[src/ivr_pkg.sv]
// opcodes, reply codes and shared types of the vector and event-reply block
package ivr_pkg;
  localparam logic [7:0] OPC_DEFINE_VECTOR = 8'h25;
  localparam logic [7:0] OPC_RETURN = 8'h26;
  localparam logic [7:0] OPC_IRQ_ENABLE = 8'h19;
  localparam logic [7:0] OPC_IRQ_DISABLE = 8'h1a;
  localparam logic [7:0] OPC_USER_FIRST = 8'h40;
  localparam logic [7:0] OPC_USER_LAST = 8'h47;
  localparam logic [7:0] OPC_POS_EVENT = 8'h8a;
  localparam logic [7:0] IRQ_GLOBAL = 8'hff;
  localparam logic [7:0] STATUS_OK = 8'h64;
  localparam logic [7:0] STATUS_POS_REACHED = 8'h80;
  localparam logic [7:0] EVT_TYPE_SINGLE = 8'h00;
  localparam logic [7:0] EVT_TYPE_PERSIST = 8'h01;
  localparam logic [7:0] MASK_RESET = 8'h00;
  localparam logic [23:0] VALUE_UPPER_ZERO = 24'h000000;
  typedef enum logic {IVR_RUN, IVR_HANDLER} ivr_mode_t;
endpackage

[src/ivr_core.sv]
// interrupt vectors, handler return, user opcodes and position event replies
// What this block does
// - opcode 37 stores handler address (value) for interrupt number (type).
// - redefining a vector overwrites the stored handler address.
// - a taken interrupt jumps to its stored handler address.
// - opcode 38 from a stored program ends handler, restoring accumulator, X, flags and PC.
// - opcodes 64..71 reply status 100 with a user-defined value.
// - opcode 138 works only in direct mode; ignored in stored programs.
// - opcode 138 replies at once: status 100, code 8A, mask in byte 0.
// - value of 138 is a motor mask; only bit 0, host sends 1.
// - type 0 arms the event for the next move command only.
// - type 1 keeps the event armed for every later move command.
// - target reached after a move issued while armed sends status 128, code 8A, mask reply.
// - enable with number 255 turns global interrupt handling on.
// - disable with number 255 turns global interrupt handling off.
`timescale 1ns/10ps
module ivr_core
  import ivr_pkg::*;
#(
  parameter int NUM_IRQ = 16,
  parameter int PC_W = 16,
  parameter int DATA_W = 32,
  parameter int FLAG_W = 8
)
(
  input wire logic clk_sys,
  input wire logic rst_n,
  input wire logic cmdValid,
  input wire logic [7:0] cmdOpcode,
  input wire logic [7:0] cmdType,
  input wire logic [31:0] cmdValue,
  input wire logic directMode,
  input wire logic [31:0] userValue,
  input wire logic progRun,
  input wire logic [NUM_IRQ-1:0] irqReq,
  input wire logic [PC_W-1:0] curPc,
  input wire logic [DATA_W-1:0] curAccu,
  input wire logic [DATA_W-1:0] curX,
  input wire logic [FLAG_W-1:0] curFlags,
  input wire logic moveIssued,
  input wire logic posReached,
  output logic jumpValid,
  output logic [PC_W-1:0] jumpPc,
  output logic restoreValid,
  output logic [DATA_W-1:0] restoreAccu,
  output logic [DATA_W-1:0] restoreX,
  output logic [FLAG_W-1:0] restoreFlags,
  output logic [NUM_IRQ-1:0] irqAck,
  output logic inHandler,
  output logic intGlobalEn,
  output logic posArmed,
  output logic replyValid,
  output logic [7:0] replyStatus,
  output logic [7:0] replyCmd,
  output logic [31:0] replyValue
);
  localparam int IDX_W = $clog2(NUM_IRQ);

  ivr_mode_t mode_r;
  logic [NUM_IRQ-1:0] definedMask;
  logic [NUM_IRQ*PC_W-1:0] entryFlat;
  logic [NUM_IRQ-1:0] eligible;
  logic [IDX_W-1:0] pickIdx;
  logic pickAny;
  logic [PC_W-1:0] takeAddr;
  logic vecWr, retTake, take, directCmd, userFn, posReq, immReply;
  logic armCmd;
  logic persist_r, watch_r, evtPend_r;
  logic [7:0] mask_r;
  logic [PC_W-1:0] savedPc_r;

  assign directCmd = cmdValid && directMode;
  assign vecWr = cmdValid && cmdOpcode == OPC_DEFINE_VECTOR
    && 32'(cmdType) < NUM_IRQ;
  // return only acts on a stored-program command inside a live handler; progRun is not checked
  assign retTake = cmdValid && !directMode && cmdOpcode == OPC_RETURN
    && inHandler;
  assign userFn = directCmd && cmdOpcode >= OPC_USER_FIRST
    && cmdOpcode <= OPC_USER_LAST;
  assign posReq = directCmd && cmdOpcode == OPC_POS_EVENT;
  assign armCmd = posReq && (cmdType == EVT_TYPE_SINGLE
    || cmdType == EVT_TYPE_PERSIST);
  assign immReply = userFn || posReq || (directCmd
    && (cmdOpcode == OPC_DEFINE_VECTOR || cmdOpcode == OPC_RETURN));
  assign eligible = irqReq & definedMask;

  ivr_vector_table #(.NUM_IRQ(NUM_IRQ), .PC_W(PC_W), .IDX_W(IDX_W)) uTable
  (
    .clk_sys(clk_sys),
    .rst_n(rst_n),
    .wrEn(vecWr),
    .wrIdx(cmdType[IDX_W-1:0]),
    .wrAddr(cmdValue[PC_W-1:0]),
    .definedMask(definedMask),
    .entryFlat(entryFlat)
  );

  // lowest number wins when several interrupts are pending
  always_comb
  begin
    pickIdx = '0;
    pickAny = 1'b0;
    for (int i = NUM_IRQ - 1; i >= 0; i--)
    begin
      if (eligible[i])
      begin
        pickIdx = IDX_W'(i);
        pickAny = 1'b1;
      end
    end
  end

  assign takeAddr = entryFlat[pickIdx*PC_W +: PC_W];
  // taken only between instructions so no command races the switch
  assign take = intGlobalEn && !inHandler && progRun && pickAny
    && !cmdValid;

  always_ff @(posedge clk_sys)
  begin
    if (!rst_n)
      intGlobalEn <= 1'b0;
    else if (cmdValid && cmdOpcode == OPC_IRQ_ENABLE
      && cmdType == IRQ_GLOBAL)
      intGlobalEn <= 1'b1;
    else if (cmdValid && cmdOpcode == OPC_IRQ_DISABLE
      && cmdType == IRQ_GLOBAL)
      intGlobalEn <= 1'b0;
  end

  always_ff @(posedge clk_sys)
  begin
    if (!rst_n)
    begin
      mode_r <= IVR_RUN;
      inHandler <= 1'b0;
    end
    else
    begin
      case (mode_r)
        IVR_RUN:
          if (take)
          begin
            mode_r <= IVR_HANDLER;
            inHandler <= 1'b1;
          end
        IVR_HANDLER:
          if (retTake)
          begin
            mode_r <= IVR_RUN;
            inHandler <= 1'b0;
          end
        default:
        begin
          mode_r <= IVR_RUN;
          inHandler <= 1'b0;
        end
      endcase
    end
  end

  always_ff @(posedge clk_sys)
  begin
    if (!rst_n)
    begin
      savedPc_r <= '0;
      restoreAccu <= '0;
      restoreX <= '0;
      restoreFlags <= '0;
    end
    else if (take)
    begin
      savedPc_r <= curPc;
      restoreAccu <= curAccu;
      restoreX <= curX;
      restoreFlags <= curFlags;
    end
  end

  always_ff @(posedge clk_sys)
  begin
    if (!rst_n)
    begin
      jumpValid <= 1'b0;
      jumpPc <= '0;
      restoreValid <= 1'b0;
      irqAck <= '0;
    end
    else
    begin
      jumpValid <= take || retTake;
      jumpPc <= take ? takeAddr : savedPc_r;
      restoreValid <= retTake;
      irqAck <= take ? (NUM_IRQ'(1) << pickIdx) : '0;
    end
  end

  // event arming; a single-shot arm is spent by the first move it sees
  always_ff @(posedge clk_sys)
  begin
    if (!rst_n)
    begin
      posArmed <= 1'b0;
      persist_r <= 1'b0;
      mask_r <= MASK_RESET;
    end
    else if (armCmd)
    begin
      posArmed <= 1'b1;
      persist_r <= cmdType == EVT_TYPE_PERSIST;
      mask_r <= cmdValue[7:0];
    end
    else if (moveIssued && posArmed && !persist_r)
      posArmed <= 1'b0;
  end

  always_ff @(posedge clk_sys)
  begin
    if (!rst_n)
      watch_r <= 1'b0;
    else if (moveIssued && posArmed)
      watch_r <= 1'b1;
    else if (posReached)
      watch_r <= 1'b0;
  end

  // a new arrival wins over the cycle that sends the pending event
  always_ff @(posedge clk_sys)
  begin
    if (!rst_n)
      evtPend_r <= 1'b0;
    else if (posReached && watch_r)
      evtPend_r <= 1'b1;
    else if (!immReply)
      evtPend_r <= 1'b0;
  end

  // immediate replies go first; the event waits one cycle behind them
  always_ff @(posedge clk_sys)
  begin
    if (!rst_n)
    begin
      replyValid <= 1'b0;
      replyStatus <= '0;
      replyCmd <= '0;
      replyValue <= '0;
    end
    else if (immReply)
    begin
      replyValid <= 1'b1;
      replyStatus <= STATUS_OK;
      replyCmd <= cmdOpcode;
      replyValue <= userFn ? userValue
        : posReq ? {VALUE_UPPER_ZERO, cmdValue[7:0]} : '0;
    end
    else if (evtPend_r)
    begin
      replyValid <= 1'b1;
      replyStatus <= STATUS_POS_REACHED;
      replyCmd <= OPC_POS_EVENT;
      replyValue <= {VALUE_UPPER_ZERO, mask_r};
    end
    else
      replyValid <= 1'b0;
  end
endmodule

[src/ivr_vector_table.sv]
// handler entry table: one address and one defined bit per interrupt number
`timescale 1ns/10ps
module ivr_vector_table
  import ivr_pkg::*;
#(
  parameter int NUM_IRQ = 16,
  parameter int PC_W = 16,
  parameter int IDX_W = $clog2(NUM_IRQ)
)
(
  input wire logic clk_sys,
  input wire logic rst_n,
  input wire logic wrEn,
  input wire logic [IDX_W-1:0] wrIdx,
  input wire logic [PC_W-1:0] wrAddr,
  output logic [NUM_IRQ-1:0] definedMask,
  output logic [NUM_IRQ*PC_W-1:0] entryFlat
);
  genvar g;
  generate
    for (g = 0; g < NUM_IRQ; g++)
    begin : gEntry
      always_ff @(posedge clk_sys)
      begin
        if (!rst_n)
        begin
          definedMask[g] <= 1'b0;
          entryFlat[g*PC_W +: PC_W] <= '0;
        end
        else if (wrEn && wrIdx == IDX_W'(g))
        begin
          // a second definition simply replaces the first
          definedMask[g] <= 1'b1;
          entryFlat[g*PC_W +: PC_W] <= wrAddr;
        end
      end
    end
  endgenerate
endmodule

[config.mk]
export PLATFORM = sky130hd
export DESIGN_NAME = ivr_core
export DESIGN_NICKNAME = d
export VERILOG_FILES = /design/src/ivr_pkg.sv /design/src/ivr_core.sv /design/src/ivr_vector_table.sv
export SDC_FILE = /design/constraint.sdc
export NUM_CORES = 1
export LEC_CHECK = 0
export CAP_MARGIN = 10
export CORE_AREA = 2 2 205 207
export CTS_CLUSTER_SIZE = 8
export DETAILED_ROUTE_END_ITERATION = 7
export DIE_AREA = 0 0 207 209
export DONT_BUFFER_PORTS = 1
export PLACE_DENSITY = 0.59
export SYNTH_ARGS = -nofsm -noshare
export SYNTH_HDL_FRONTEND = slang
export SYNTH_HIERARCHICAL = 1
export SYNTH_SLANG_ARGS = --single-unit
[constraint.sdc]
create_clock -name clk_sys -period 5.2 [get_ports clk_sys]
set_clock_uncertainty 0.1 [all_clocks]
set_input_delay 0.78 -clock clk_sys [delete_from_list [all_inputs] [get_ports clk_sys]]
set_output_delay 0.78 -clock clk_sys [all_outputs]
set_load 0.1 [all_outputs]
==> After elaboration in Yosys (flattened, before gate mapping) <==
Index checks and enable logic that the tools add are counted.
{ "word_totals": {"wordCells": 199, "ff_bits": 454, "out_inout_bits": 158} }
{ "classes": {"eq_ne": 25, "bitwise_logic": 3, "n_shift": 2, "reduce_logical": 56, "order_cmp": 3, "mux": 57} }
{ "ops": {"columns": ["cell", "count"], "rows": [
  ["variable part select 256 x 9 -> 16 bit", 1],
  ["two-way mux 32 bit", 3],
  ["two-way mux 4 bit", 16],
  ["logical AND 1 bit", 38],
  ["== test 4 bit (second input constant)", 8],
  ["two-way mux 1 bit", 30],
  ["two-way mux 8 bit", 3],
  ["AND 16 bit", 1],
  ["== test 4 x 3 -> 1 bit (second input constant)", 4],
  ["== test 8 x 5 -> 1 bit (second input constant)", 2],
  ["== test 8 x 6 -> 1 bit (second input constant)", 2],
  ["== test 8 bit (second input constant)", 2],
  ["two-way mux 16 bit", 1],
  ["<< shifter 1 x 4 -> 16 bit (first input constant)", 1],
  ["two-way mux 7 bit", 2],
  ["== test 4 x 2 -> 1 bit (second input constant)", 2],
  ["== test 8 x 1 -> 1 bit (second input constant)", 1],
  ["greater-or-equal comparator 8 x 7 -> 1 bit (second input constant)", 1],
  ["<= comparator 8 x 7 -> 1 bit (second input constant)", 1],
  ["logical NOT 8 bit", 1],
  ["< comparator 8 x 5 -> 1 bit (second input constant)", 1],
  ["nonzero test 2 bit", 4],
  ["logical OR 1 bit", 5],
  ["== test 4 x 1 -> 1 bit (second input constant)", 1],
  ["8 further kinds", 15]
]} }

==> Depth between registers and ports, before layout <==
Gate-level depths: netlist (run 1).
{ "depth": {"word_depth": 21, "mapped_depth": 11, "mapped_depth_nobuf": 8} }

==> Hierarchy <==
Netlist (run 1), hierarchy kept.
{ "by_module_without_submodules": {"columns": ["mod", "instances", "seq_area_each_um2", "cells_per_inst", "area_each_um2"], "rows": [
  ["ivr_vector_table", 1, 5445.2, 917, 9636.7],
  ["ivr_core", 1, 3603.5, 1114, 8989.9]
]} }

==> Worst setup path after synthesis (run 1) <==
No wires, ideal clock.
{ "synth_path": {"kind": "input port to flip-flop", "from": "input cmdValid", "to": "register uTable.entryFlat[36]", "arrival_time_ns": 2.887, "required_ns": 4.968, "path_stages": 9, "setup_slack_ns": 2.080, "path_cell_list": "nor2b_1 > nand3_1 > nor4_1 > and4b_1 > or3b_4 > or2_2 > buf_2 > buf_4 > mux2i_1"} }
{ "synth_via": {"elab_chain_len": 3} }
{ "synth_rtl": {"columns": ["item", "line", "source"], "rows": [
  ["from (decl)", "ivr_core.sv:28", "input wire logic cmdValid,"],
  ["logical AND 1 bit", "ivr_core.sv:73", "assign vecWr = cmdValid && cmdOpcode == OPC_DEFINE_VECTOR"],
  ["logical AND 1 bit", "ivr_core.sv:74", "&& 32'(cmdType) < NUM_IRQ;"],
  ["via vecWr", "ivr_core.sv:66", "logic vecWr, retTake, take, directCmd, userFn, posReq, immReply;"],
  ["logical AND 1 bit", "ivr_vector_table.sv:30", "else if (wrEn && wrIdx == IDX_W'(g))"],
  ["to (signal, indexed assignment)", "ivr_vector_table.sv:34", "entryFlat[g*PC_W +: PC_W] <= wrAddr;"],
  ["to (decl)", "ivr_vector_table.sv:17", "output logic [NUM_IRQ*PC_W-1:0] entryFlat"]
]} }
The timed path passes the listed nets, and every way through them passes these cells.
A chain may end at the register's enable or synchronous reset.

==> Worst setup path in the final report (run 1) <==
{ "layout_path": {"from": "register uTable.definedMask[1]", "to": "register jumpPc[3]"} }
{ "layout_via": {"elab_chain_len": 6, "word_cells_on_any_way": 9} }
{ "layout_rtl": {"columns": ["item", "line", "source"], "rows": [
  ["from (decl)", "ivr_vector_table.sv:16", "output logic [NUM_IRQ-1:0] definedMask,"],
  ["from (signal, indexed assignment)", "ivr_vector_table.sv:27", "definedMask[g] <= 1'b0;"],
  ["from (signal, indexed assignment)", "ivr_vector_table.sv:33", "definedMask[g] <= 1'b1;"],
  ["AND 16 bit (*)", "ivr_core.sv:85", "assign eligible = irqReq & definedMask;"],
  ["branches (longest 4 deep; another with variable part select 256 x 9 -> 16 bit)", null, null],
  ["two-way mux 16 bit (*)", "ivr_core.sv:191", "jumpPc <= take ? takeAddr : savedPc_r;"],
  ["to (signal assigned)", "ivr_core.sv:191", null],
  ["to (decl)", "ivr_core.sv:43", "output logic [PC_W-1:0] jumpPc,"]
]} }
Every way passes the cells marked *.

==> reports/results.txt, run 1 <==
The run finished with clean final reports. The routed layout has 14600 vias. For this run, the slowest stage of the critical path takes 0.68 ns.

The estimated wirelength of the detail-placed design is 34.7 mm, and the total setup buffers inserted after CTS is 0. Setup repair after global routing left no endpoint under its margin. On the critical path, the stage with the largest delay is an instance of buf_4.

Post-synthesis compound-gate area fraction: 12.4%. Registers are responsible for 47.6% of the overall power. The worst pin sits at a relative slew slack of 24.6%. The placer congestion estimate came out at 0.812.

The starting density of the core is 45.1%, and the count of distinct cell types in the synthesized netlist is 65. No sink is reached through more buffers than the 3 on the longest clock path. Averaged over all synthesized cells, the footprint is 9.17 sq um. Leaving out filler cells and counting taps, the final layout contains 2515.

By instance count, the cell type seen most on the critical path is buf_4. The die area was 0.0433 sq mm; the post-placement worst setup slack was 1.48 ns. After the first detailed-routing iteration, the DRC count stood at 1103.

The number of max-slew violations in the final report is 0. The logs give 0 for the count of hold buffers inserted by post-cts repair and 1.2% for the portion of total power attributed to combinational logic. Cells with a size suffix above 1 make up 9.53% of the layout. The share of synthesized area in the top cell type comes to 48.6%.

The clock network is responsible for 51.2% of the overall power. The Yosys step of the flow raised 6 warnings. For this run, the register share of the synthesized area comes to 48.6%.

The worst setup path is launched from a flip-flop. The logs give 1.55 mW for the net switching power and 2031 for the synthesized netlist cell count. The die outline width was 207 um; the global-route wire length before repair was 85.6 mm. The tools report the number of antenna violations at the first check in global routing as 4. The highest achievable clock rate was 0.302 GHz.

The total overflow left after global routing is 0. For this run, the leading register cell type out of synthesis is dfxtp_1. The peak supply drop is 0.257 mV.

After detailed placement, the design holds a cell count of 2436. The critical path class was flip-flop to flip-flop. The launching instance or port of the critical path was uTable/definedMask[1]$_SDFFE_PN0P_.

The tools report the startpoint of the lowest-slack hold path as userValue[26]. The number of buffers added by the clock tree synthesis step is 66. Internal power comes to 5.77 mW. The cell type with the highest aggregate area in the netlist is dfxtp_1.

Counting I/O delays and the setup requirement, the final critical path takes 3.31 ns. Number of flops mapped to enable cells by yosys: 0. The run gives 75 as the placement row count. Of all nets on the critical path, the largest fanout is 74. For the worst-skew pair, the clock arrives at the later sink with an insertion delay of 0.58 ns.

Data on the critical path is required at its endpoint by 5.60 ns. Summing the areas of all fa, ha and maj instances in the mapped netlist gives 0% of the synthesized area. Clock-pin slew was measured on the worst setup and hold paths at 0.05 ns. The count of final setup violators came out at 0. The final layout contains routed wiring with a total length of 57.2 mm.

In this run the critical register-to-register path is launched from uTable/definedMask[1]$_SDFFE_PN0P_. At the pin with the least slew margin, the transition time is 1.12 ns. The filler cells instantiated in the layout total 3812.

During placement, the flow inserted port buffers numbering 0. Setup total negative slack on the finished layout was measured at 0 ns. For the total standard cell area after synthesis, the log shows 0.0186 sq mm. The die boundary height came out at 209 um. The first detailed-routing pass took 5 iterations.

The H-tree generated during clock tree synthesis spans 3 levels. Entering global routing, the biggest net connects 298 pins. The tools report the combined global-route utilization of all metal layers as 25.5%.

By area the synthesized netlist is led by dfxtp_1 49%, mux2i_1 15%, nand2_1 12%. The clock root buffer is clkbuf_16. Summing the areas of all xor and xnor instances in the mapped netlist gives 0.0470% of the synthesized area. After detailed routing, the number of vias per cell comes to 5.82.

Average detailed-routed wire length per instance: 22.7 um. After synthesis, the share of cell area in mux cells is 18.3%. CTS saw 452 sinks. STA puts the critical path data arrival time at 3.72 ns. Number of gates resized after CTS: 0. Walking the worst path, the cells encountered are a22oi_1 -> nand3_1 -> o31ai_4 -> buf_4 -> buf_4 -> a21oi_1 -> a211oi_1 -> o2bb2ai_1.

The layout-stage area growth over the synthesis result works out to 10.8%. The buffering stage count on the worst path with inverters included works out to 2. For this design the ratio of total power to cell area is 355 mW/mm^2. Classification of the worst-slack hold path: input port to flip-flop. Number of nets in the layout: 2156. Counting flops with an async set or reset pin after synthesis yields a share of 0%. The number of maximum-capacitance violations was 0. In this run the remaining antenna-violating nets after routing total 0. After synthesis, the largest family of logic cells by area is multiplexers. TritonCTS built the clock tree.

The tools report the via count of the first global-routing pass as 14200. The post-route clock period utilization was 63.7%; the worst-case setup margin in the final layout was 1.89 ns. The synthesized design contains 452 register bits. The synthesized netlist devotes 16.2% of its cell area to simple gates. Sorting the synthesized cells by how often they occur yields 601 x nand2_1, 452 x dfxtp_1, 284 x mux2i_1.

The core region is 0.0413 sq mm. The cell family contributing the most delay on the critical path is compound AO/OA/AOI/OAI gates. For this design the top-level I/O count stands at 349. The post-detailed-route DRC marker count was 0. The worst setup path is captured at a flip-flop. Final number of hold-violating endpoints: 0. In the post-synthesis netlist, the cell with the most instances is nand2_1.

For this design the static power due to leakage is 7.57 nW. Net switching is 21.2% of the power.
per-layer routing:
metal / share of wire, % / GRT usage (%)
met1: 43 / 32.4
met5: 0 / 0
met2: 47 / 41.4
met4: 3.6 / 11.7
met3: 6.7 / 5.40
registers in the layout, indices dropped and copies added, names as in the netlist, 2 cells and up:
| name | count |
|---|---|
| uTable/definedMask | 16 |
| savedPc_r | 16 |
| restoreAccu | 32 |
| restoreFlags | 8 |
| jumpPc | 16 |
| replyStatus | 2 |
| restoreX | 32 |
| irqAck | 16 |
| replyCmd | 8 |
| uTable/entryFlat | 256 |
| replyValue | 32 |
| mask_r | 8 |
area by class of cell:
type	count	area (sq um)	share of cell area, %
sequential	452	9050	43.9
tap	539	674	3.27
clock inverter	6	75.1	0.364
multi-input combinational	1405	8810	42.7
timing repair buffer	31	295	1.43
clock buffer	69	1680	8.16
inverter	9	36.3	0.176
antenna	4	10.0	0.0485
placed cells by master (no fill, tap or decap), drive strengths merged, types with 15 or more instances in the layout:
cell	synthesis	routed
nand2	601	601
dfxtp	452	452
mux2i	284	284
a21oi	119	119
clkbuf	98	69
a221oi	64	64
mux2	51	51
nor2	49	49
a22o	44	44
buf	70	31
nor3	18	18
o21ai	18	18
o21a	15	15
power by group through the flow:
| stage | Clock, mW | Combinational [mW] | Sequential (mW) |
|---|---|---|---|
| finish | 3.74 | 0.0877 | 3.49 |
| global route | 3.97 | 0.0941 | 3.48 |
| CTS | 3.82 | 0.0879 | 3.49 |
| detailed placement | 0 | 0.0878 | 3.55 |
| global placement | 0 | 0.0855 | 3.55 |
| floorplan | 0 | 0.103 | 3.55 |
stage by stage:
stage / instance area, sq um / hold slack, ns / utilization (%) / power, mW
detailed placement: 18900 / 0.347 / 45.7 / 3.64
global placement: 18900 / 0.338 / 45.7 / 3.64
global route: 20600 / 0.216 / 50.0 / 7.54
CTS: 20600 / 0.206 / 50.0 / 7.40
floorplan: 18600 / 0.330 / - / 3.66
finish: 20600 / 0.232 / 50.0 / 7.32
kinds of logic (layout without fill, tap and decap cells):
family / Yosys count / count (layout)
AND/OR/NAND/NOR: 736 / 736
AO/OA/AOI/OAI: 329 / 329
buffers and inverters: 177 / 115
XOR/XNOR: 1 / 1
other: 1 / 8
multiplexers: 335 / 335
flip-flops: 452 / 452
worst register-to-register path, cell delays in order (launching register included):
cell and delay [ns]:
dfxtp_1 0.32, a22oi_1 0.44, nand3_1 0.36, o31ai_4 0.31
buf_4 0.48, buf_4 0.70, a21oi_1 0.16, a211oi_1 0.20
o2bb2ai_1 0.16
final timing paths:
path / endpoint / slack (ns) / cells after the start
worst max-delay path: jumpPc[3]$_SDFF_PN0_ / 1.89 / 8
worst min-delay path: replyValue[26]$_SDFFE_PN0P_ / 0.23 / 1
worst max register to register: jumpPc[3]$_SDFF_PN0_ / 1.89 / 8
worst min register to register: uTable/entryFlat[245]$_SDFFE_PN0P_ / 0.36 / 2
Note: power is estimated with default switching activity, not from simulation.
==> run 2: changes to the inputs <==
- clock period: 5.2 -> 3.3 ns (I/O delays scaled with it)
==> reports/results.txt, run 2 (same netlist as run 1, synthesis figures left out) <==
The run finished with clean final reports. For the post-placement worst setup slack, the log shows 0.294 ns. The worst path in the final design needs a cycle of 2.92 ns, including I/O delays and setup. Master of the slowest instance on the critical path: or4_4. In the global route stage, met1 resource usage came out at 32.8%. TritonCTS created 66 clock buffers. At the end of routability-driven placement, the weighted congestion stood at 0.852. The tools report the share of the core filled with cells in the final layout as 53.8%. In the routed layout, each cell is associated on average with a via count of 5.75.

Layout-stage area growth over the synthesis result: 19.3%. Clock tree synthesis found a total of 452 sinks. After the flow finishes, the layout carries non-filler instances totaling 2671.

The tools report the peak supply drop as 0.343 mV. The critical path goes through nand2_1 -> a32o_1 -> or4_4 -> a21oi_4 -> o21a_2 -> buf_12 -> mux2_2 -> a22o_1 -> o2bb2ai_1. After clock tree synthesis, the repair step resized 0 gates. Most common library cell in the layout ignoring fill and taps: nand2_1.

The run gives 0 ns as the total negative slack. Global routing finished with a remaining overflow of 0. The worst path meets setup with 0.381 ns of slack. Placement row count: 75.

For the count of final setup violators, the log shows 0. The tools report the area inside the core boundary as 0.0413 sq mm. Summing all flip-flop and latch instances after layout gives 0.00905 sq mm.

Static timing analysis puts the maximum clock frequency at 0.343 GHz. The die outline width works out to 207 um. The count of hold buffers inserted by post-cts repair came out at 130. The global-route wire length before repair was 89.9 mm. Internal power comes to 9.19 mW. Once placement completed, the tool counted placed cells totaling 2458.

The tools report the wire length reported by the detailed router as 59.7 mm. The logs give 0 for the final number of hold-violating endpoints and 0.0259 ns for the worst hold slack. At the worst endpoint, the required time is 3.70 ns.

After detailed routing, the average wire length per cell comes to 22.3 um. Clock-pin slew was measured on the worst setup and hold paths at 0.05 ns. Leaving out fill and tap cells, the most frequent cells in the layout are 599 x nand2_1, 451 x dfxtp_1, 284 x mux2i_1. The tools report the boundary pin count as 349.

The final layout contains 2309 nets. The design draws 11.7 mW. The count of filler cells inserted in the layout came out at 3667.

In this run the most used layer during global routing was met2. Of the total power, the share spent switching nets is 21.6%. Entering global routing, the biggest net connects 278 pins. The longest clock path from root to sink contains 3 buffers. The initial utilization of the core area, before any placement, comes to 45.1%.

Global routing consumed, on the met2 layer, 43.5% of the routing resources. The logs give 15400 for the via count and 5 for the first-pass iteration count of the detailed router. After detailed routing, the number of remaining DRC violations is 0. The die boundary height came out at 209 um. The largest fanout on the critical path was 31.

The kind of cell with the highest combined delay along the critical path is compound AO/OA/AOI/OAI gates. Summing all multi-input logic gate instances after layout gives 0.00881 sq mm. Measured against its own limit, the worst slew margin works out to 24.8%.

The number of max-slew violations in the final report came out at 0. The run gives 15300 as the via count of the first global-routing pass. Setup repair after global routing left no endpoint under its margin. The tools report the placement-stage cell area as 0.0191 sq mm.

Across the run, the number of max-cap violations was 0. For this design the total switching power over the nets is 2.53 mW. Data arrives at the worst endpoint at 3.32 ns. At the pin with the least slew margin, the transition time is 1.13 ns. The count of nets left with antenna violations once routing finished came out at 0. TritonCTS built the clock tree.

The largest stage delay on the critical path is 0.49 ns. Clock tree synthesis selected as its root buffer the cell clkbuf_16. The path class of the tightest hold or removal check is input port to flip-flop. The type of origin of the critical path was a flip-flop. The worst setup path is captured at a flip-flop. Finished layout cell area: 0.0222 sq mm. The later pin in the worst-skew pair is clocked with a latency of 0.58 ns. The areal power density over the cells is 528 mW/mm^2. The register with the most flip-flops in the layout has 256 of them. The die covers 0.0433 sq mm. More flip-flops sit in one register than any other, and that register is uTable/entryFlat. In this run, the number of DRC markers left after iteration 0 of detailed routing was 1280.

Summed over all cells, the static leakage comes to 8.26 nW. The post-route clock period utilization is 88.5%. The sequential power share was 46.9%; the number of I/O port buffers was 0. The number of antenna violations at the first check in global routing came out at 8.

Of the total power, combinational logic draws 2.4%. Fraction of final layout cells with drive strength greater than 1: 9.84%. The critical path is of the flip-flop to flip-flop type. Detailed placement ended at an HPWL of 36.2 mm. Global routing consumed, over all layers together, 26.7% of the routing resources.

The H-tree was split into 3 levels. The buffering stage count on the worst path with inverters included is 1, and the global-route track usage on met3 is 6.31%. Of the total power, the clock network draws 50.7%.

Total setup buffers inserted after CTS: 0.
## run 2: layer usage
layer	part of all wire (%)	routed length [um]	up-vias
li1	-	-	7151
met4	4.3	2580	2
met2	47	28200	576
met3	6.5	3860	152
met1	42	25100	7475
met5	0.027	16	-
## run 2: area by class of cell
| class | count | area share, % |
|---|---|---|
| Clock inverter | 6 | 0.349 |
| Inverter | 9 | 0.163 |
| Clock buffer | 69 | 7.58 |
| Timing Repair Buffer | 184 | 8.37 |
| Tap cell | 539 | 3.04 |
| Sequential cell | 452 | 40.8 |
| Multi-Input combinational cell | 1405 | 39.7 |
| Antenna cell | 7 | 0.0789 |
## run 2: path summary, 6_finish.rpt
kind / start / endpoint / slack [ns] / depth (start not counted)
hold reg to reg: uTable/entryFlat[60]$_SDFFE_PN0P_ / uTable/entryFlat[60]$_SDFFE_PN0P_ / 0.36 / 2
setup / recovery: uTable/definedMask[11]$_SDFFE_PN0P_ / jumpPc[2]$_SDFF_PN0_ / 0.38 / 9
hold / removal: cmdValue[5] / replyValue[5]$_SDFFE_PN0P_ / 0.03 / 2
setup reg to reg: uTable/definedMask[11]$_SDFFE_PN0P_ / jumpPc[2]$_SDFF_PN0_ / 0.38 / 9
## run 2: power by group through the flow
stage | combinational [mW] | sequential [mW] | clock (mW)
final | 0.284 | 5.49 | 5.94
after CTS | 0.281 | 5.49 | 6.05
after floorplan | 0.163 | 5.60 | 0
after global routing | 0.300 | 5.48 | 6.27
after detailed placement | 0.141 | 5.60 | 0
after global placement | 0.137 | 5.60 | 0
## run 2: worst reg2reg max path, delay by kind of cell (launching register included)
family	cells	cell delay, ns
compound gates	5	1.17
buf+inv	1	0.24
simple gates	2	0.56
mux	1	0.38
flops	1	0.38
==> run 3: changes to the inputs <==
- ABC_AREA: not set -> 1
- CORE_AREA: 2 2 205 207 -> 2 2 210 212
- DIE_AREA: 0 0 207 209 -> 0 0 212 214
==> reports/results.txt, run 3 <==
The actual transition at the worst max-transition pin works out to 1.11 ns. The area growth from synthesis to layout is 23.1%. The logs give 0 for the number of max-slew violations in the final report and 3 for the number of buffers on the longest clock path. The register with the most flip-flops in the layout has 256 of them.

In this run, distinct cell masters in the synthesized netlist total 33. After synthesis, the share of flip-flops with an asynchronous set or reset is 0%. Setup violations remaining at the end of the flow were counted as 0. The tools report the total number of clock tree sinks as 452. Main flop type after synthesis: dfxtp_1. 349 I/O pins were placed. The final number of hold-violating endpoints is 0.

The wire length on met1 is 28.3 mm. The tools report the via count of the first global-routing pass as 18400. In the synthesized netlist, the cells that appear most often are 840 x nor2_1, 748 x nand2_1, 452 x dfxtp_1. STA classifies the critical path startpoint as a flip-flop. The clock latency on the worst-skew pair is 0.59 ns. The peak supply drop is 0.278 mV. Length of routed met2 wiring: 30.7 mm. The die area was 0.0454 sq mm; the pin count of the biggest net entering global routing was 178. The worst setup path is captured at a flip-flop. For the worst setup path, the data required time is 3.72 ns. The endpoint identified for the worst register-to-register timing path is restoreAccu[6]$_SDFFE_PN0P_. The tools report the headroom to the max-slew limit as 26.0%.

The placer congestion estimate is 0.819. The total number of cells along the worst setup path was 9. The final route contains 19500 vias. In the synthesized netlist, the number of instances is 2953. The area inside the core boundary came out at 0.0429 sq mm. The highest signal layer in the routed design is met4. The per-cell via count in the routed design was 5.27; the mean instance size in the synthesized netlist was 6.66 sq um. Endpoint of the most critical setup path: restoreAccu[6]$_SDFFE_PN0P_. After legalization and detailed placement, the total HPWL measured 38.2 mm. The most common library cell in the layout ignoring fill and taps is nor2_1. The final critical-path required period is 3.05 ns. Measured along the y axis, the die boundary spans 214 um. In the final layout, the share of cells above drive strength 1 is 5.44%. The number of maximum-capacitance violations came out at 0. The count of nets left with antenna violations once routing finished came out at 0.

Setup repair after global routing left no endpoint under its margin. In this run the register-to-register setup slack is 0.25 ns. For this run, the detailed router's first-pass iteration total came to 7.

Leaving out fill and tap cells, the most frequent cells in the layout are 836 x nor2_1, 746 x nand2_1, 451 x dfxtp_1. The cell family with the largest share of critical-path delay is buffers and inverters. Gates resized during post-CTS repair numbered 0. The biggest area contributor in the post-synthesis netlist is dfxtp_1. The global-route wire length before repair came out at 103 mm. Counting flops with a built-in enable in the synthesized netlist gives 0. The master of the slowest instance on the critical path is buf_4. In this run, synthesis produced a sequential element count of 452. The critical path contains buffers and inverters numbering 2 combined. For the number of nets in the layout, the log shows 3291. The run gives 9.71 nW as the reported leakage power. The tools report the number of antenna violations at the first check in global routing as 0.

The post-detailed-route DRC marker count was 0. The cell sitting at the root of the clock tree is a clkbuf_16. Source of the worst register-to-register timing path: uTable/definedMask[1]$_SDFFE_PN0P_. TritonCTS built the clock tree. The worst endpoint data arrival time is 3.46 ns, and the length of routed met3 wiring is 5.18 mm.

Walking the worst path, the cells encountered are nand2_1 -> nand2_1 -> nor2_1 -> nand3_1 -> nand2_2 -> buf_4 -> o21ai_0 -> dlygate4sd3_1 -> nor2_1. The number of levels the H-tree was split into was 3; the synthesis warning total was 6. Critical path class: flip-flop to flip-flop. Derived from the worst setup path, the maximum achievable clock frequency is 0.328 GHz. After layout, the worst path uses 92.3% of the clock period. In the final timing run, aggregate negative setup slack is 0 ns. The count of buffers added on input and output ports is 0.

The wire length reported by the detailed router is 66.4 mm, and the die outline width is 212 um. The worst hold path belongs to the class input port to flip-flop. The initial utilization of the core area, before any placement, comes to 45.8%. The detailed router finished its first iteration with 1725 violations. Ranked by total cell area, the synthesized netlist is headed by dfxtp_1 46%, nor2_1 16%, nand2_1 14%. The run finished with clean final reports. The synthesized design devotes to its leading area cell type 46.0% of total area. The total standard cell area after synthesis is 0.0197 sq mm. The run gives 46.0% as the portion of the post-synthesis area used by sequential elements.

The tools report the launching instance or port of the critical path as uTable/definedMask[1]$_SDFFE_PN0P_. In this design, the stage delay of the slowest critical-path cell is 0.64 ns. After detailed routing, the average wire length per cell comes to 18.0 um. Ranked by flip-flop count, first place goes to uTable/entryFlat. The repair_antennas step left the layout with diodes totalling 0.

Dividing total power by cell area gives a power density of 499 mW/mm^2. The run gives 0 as the leftover overflow at the end of global routing. In this run the worst path has a maximum fanout of 89.

After floorplanning, the core was divided into 76 placement rows. Across every metal layer, demand over resource in global routing totals 28.9%. Buffers inserted during clock tree synthesis total 66. In the post-synthesis netlist, the cell with the most instances is nor2_1. Clock-pin slew was measured on the worst setup and hold paths at 0.05 ns. The worst-case reg-to-reg path depth is 9, and the share of the core filled with cells in the final layout is 56.4%.
## run 3: timing repair
item	CTS	global route
buffers inserted	0	0
hold buffers	230	0
endpoints found under the hold margin	366	0
## run 3: routing by layer
layer / vias to the layer above / global-route usage (%)
met4: 0 / 11.6
li1: 9490 / -
met2: 731 / 48.0
met1: 9074 / 36.7
met3: 162 / 5.62
met5: - / 0
## run 3: report_power, final
group          total, mW  leakage (nW)  switching [mW]  internal [mW]
sequential          5.49          3.64          0.0205           5.47
clock               6.10         0.884            2.38           3.71
combinational      0.483          5.19           0.266          0.216
total               12.1          9.71            2.67           9.40
## run 3: per-stage QoR
stage	instance area (sq um)	total power [mW]	hold slack, ns	std cells	worst slack, ns
floorplan	19700	5.84	0.330	2956	0.873
global placement	20000	5.82	0.337	3386	0.114
detailed placement	20000	5.83	0.347	3386	0.166
CTS	24200	12.2	0.000862	3691	0.321
global route	24200	12.5	0.0148	3692	0.00984
finish	24200	12.1	0.00778	3692	0.254
## run 3: kinds of logic after synthesis
| family | count (synthesis) | synth area share, % |
|---|---|---|
| AOI/OAI and AO/OA | 171 | 4.66 |
| buffers and inverters | 375 | 8.04 |
| DFF | 452 | 46.0 |
| other | 1 | 0.0191 |
| and+or+nand+nor | 1954 | 41.3 |
## run 3: final cells by class
class	count	area, sq um
fillers	4038	18700
multi-input cells	2129	9090
flip-flops and latches	452	9050
repair buffers	281	2890
clock buffers	69	1710
well taps	585	732
inverters	170	638
clock inverters	6	92.6
## run 3: worst min-delay path by stage
stage                                         from                                   to  slack [ns]  cells after the start
3_5_place_dp   uTable/definedMask[12]$_SDFFE_PN0P_  uTable/definedMask[12]$_SDFFE_PN0P_        0.35                      2
2_1_floorplan   uTable/definedMask[0]$_SDFFE_PN0P_   uTable/definedMask[0]$_SDFFE_PN0P_        0.33                      2
5_1_grt                                      rst_n            savedPc_r[6]$_SDFFE_PN0P_        0.01                      2
3_3_place_gp   uTable/definedMask[12]$_SDFFE_PN0P_  uTable/definedMask[12]$_SDFFE_PN0P_        0.34                      2
4_1_cts                                      rst_n             replyCmd[7]$_SDFFE_PN0P_      0.0009                      2
6_report                                   curX[4]             restoreX[4]$_SDFFE_PN0P_       0.008                      2
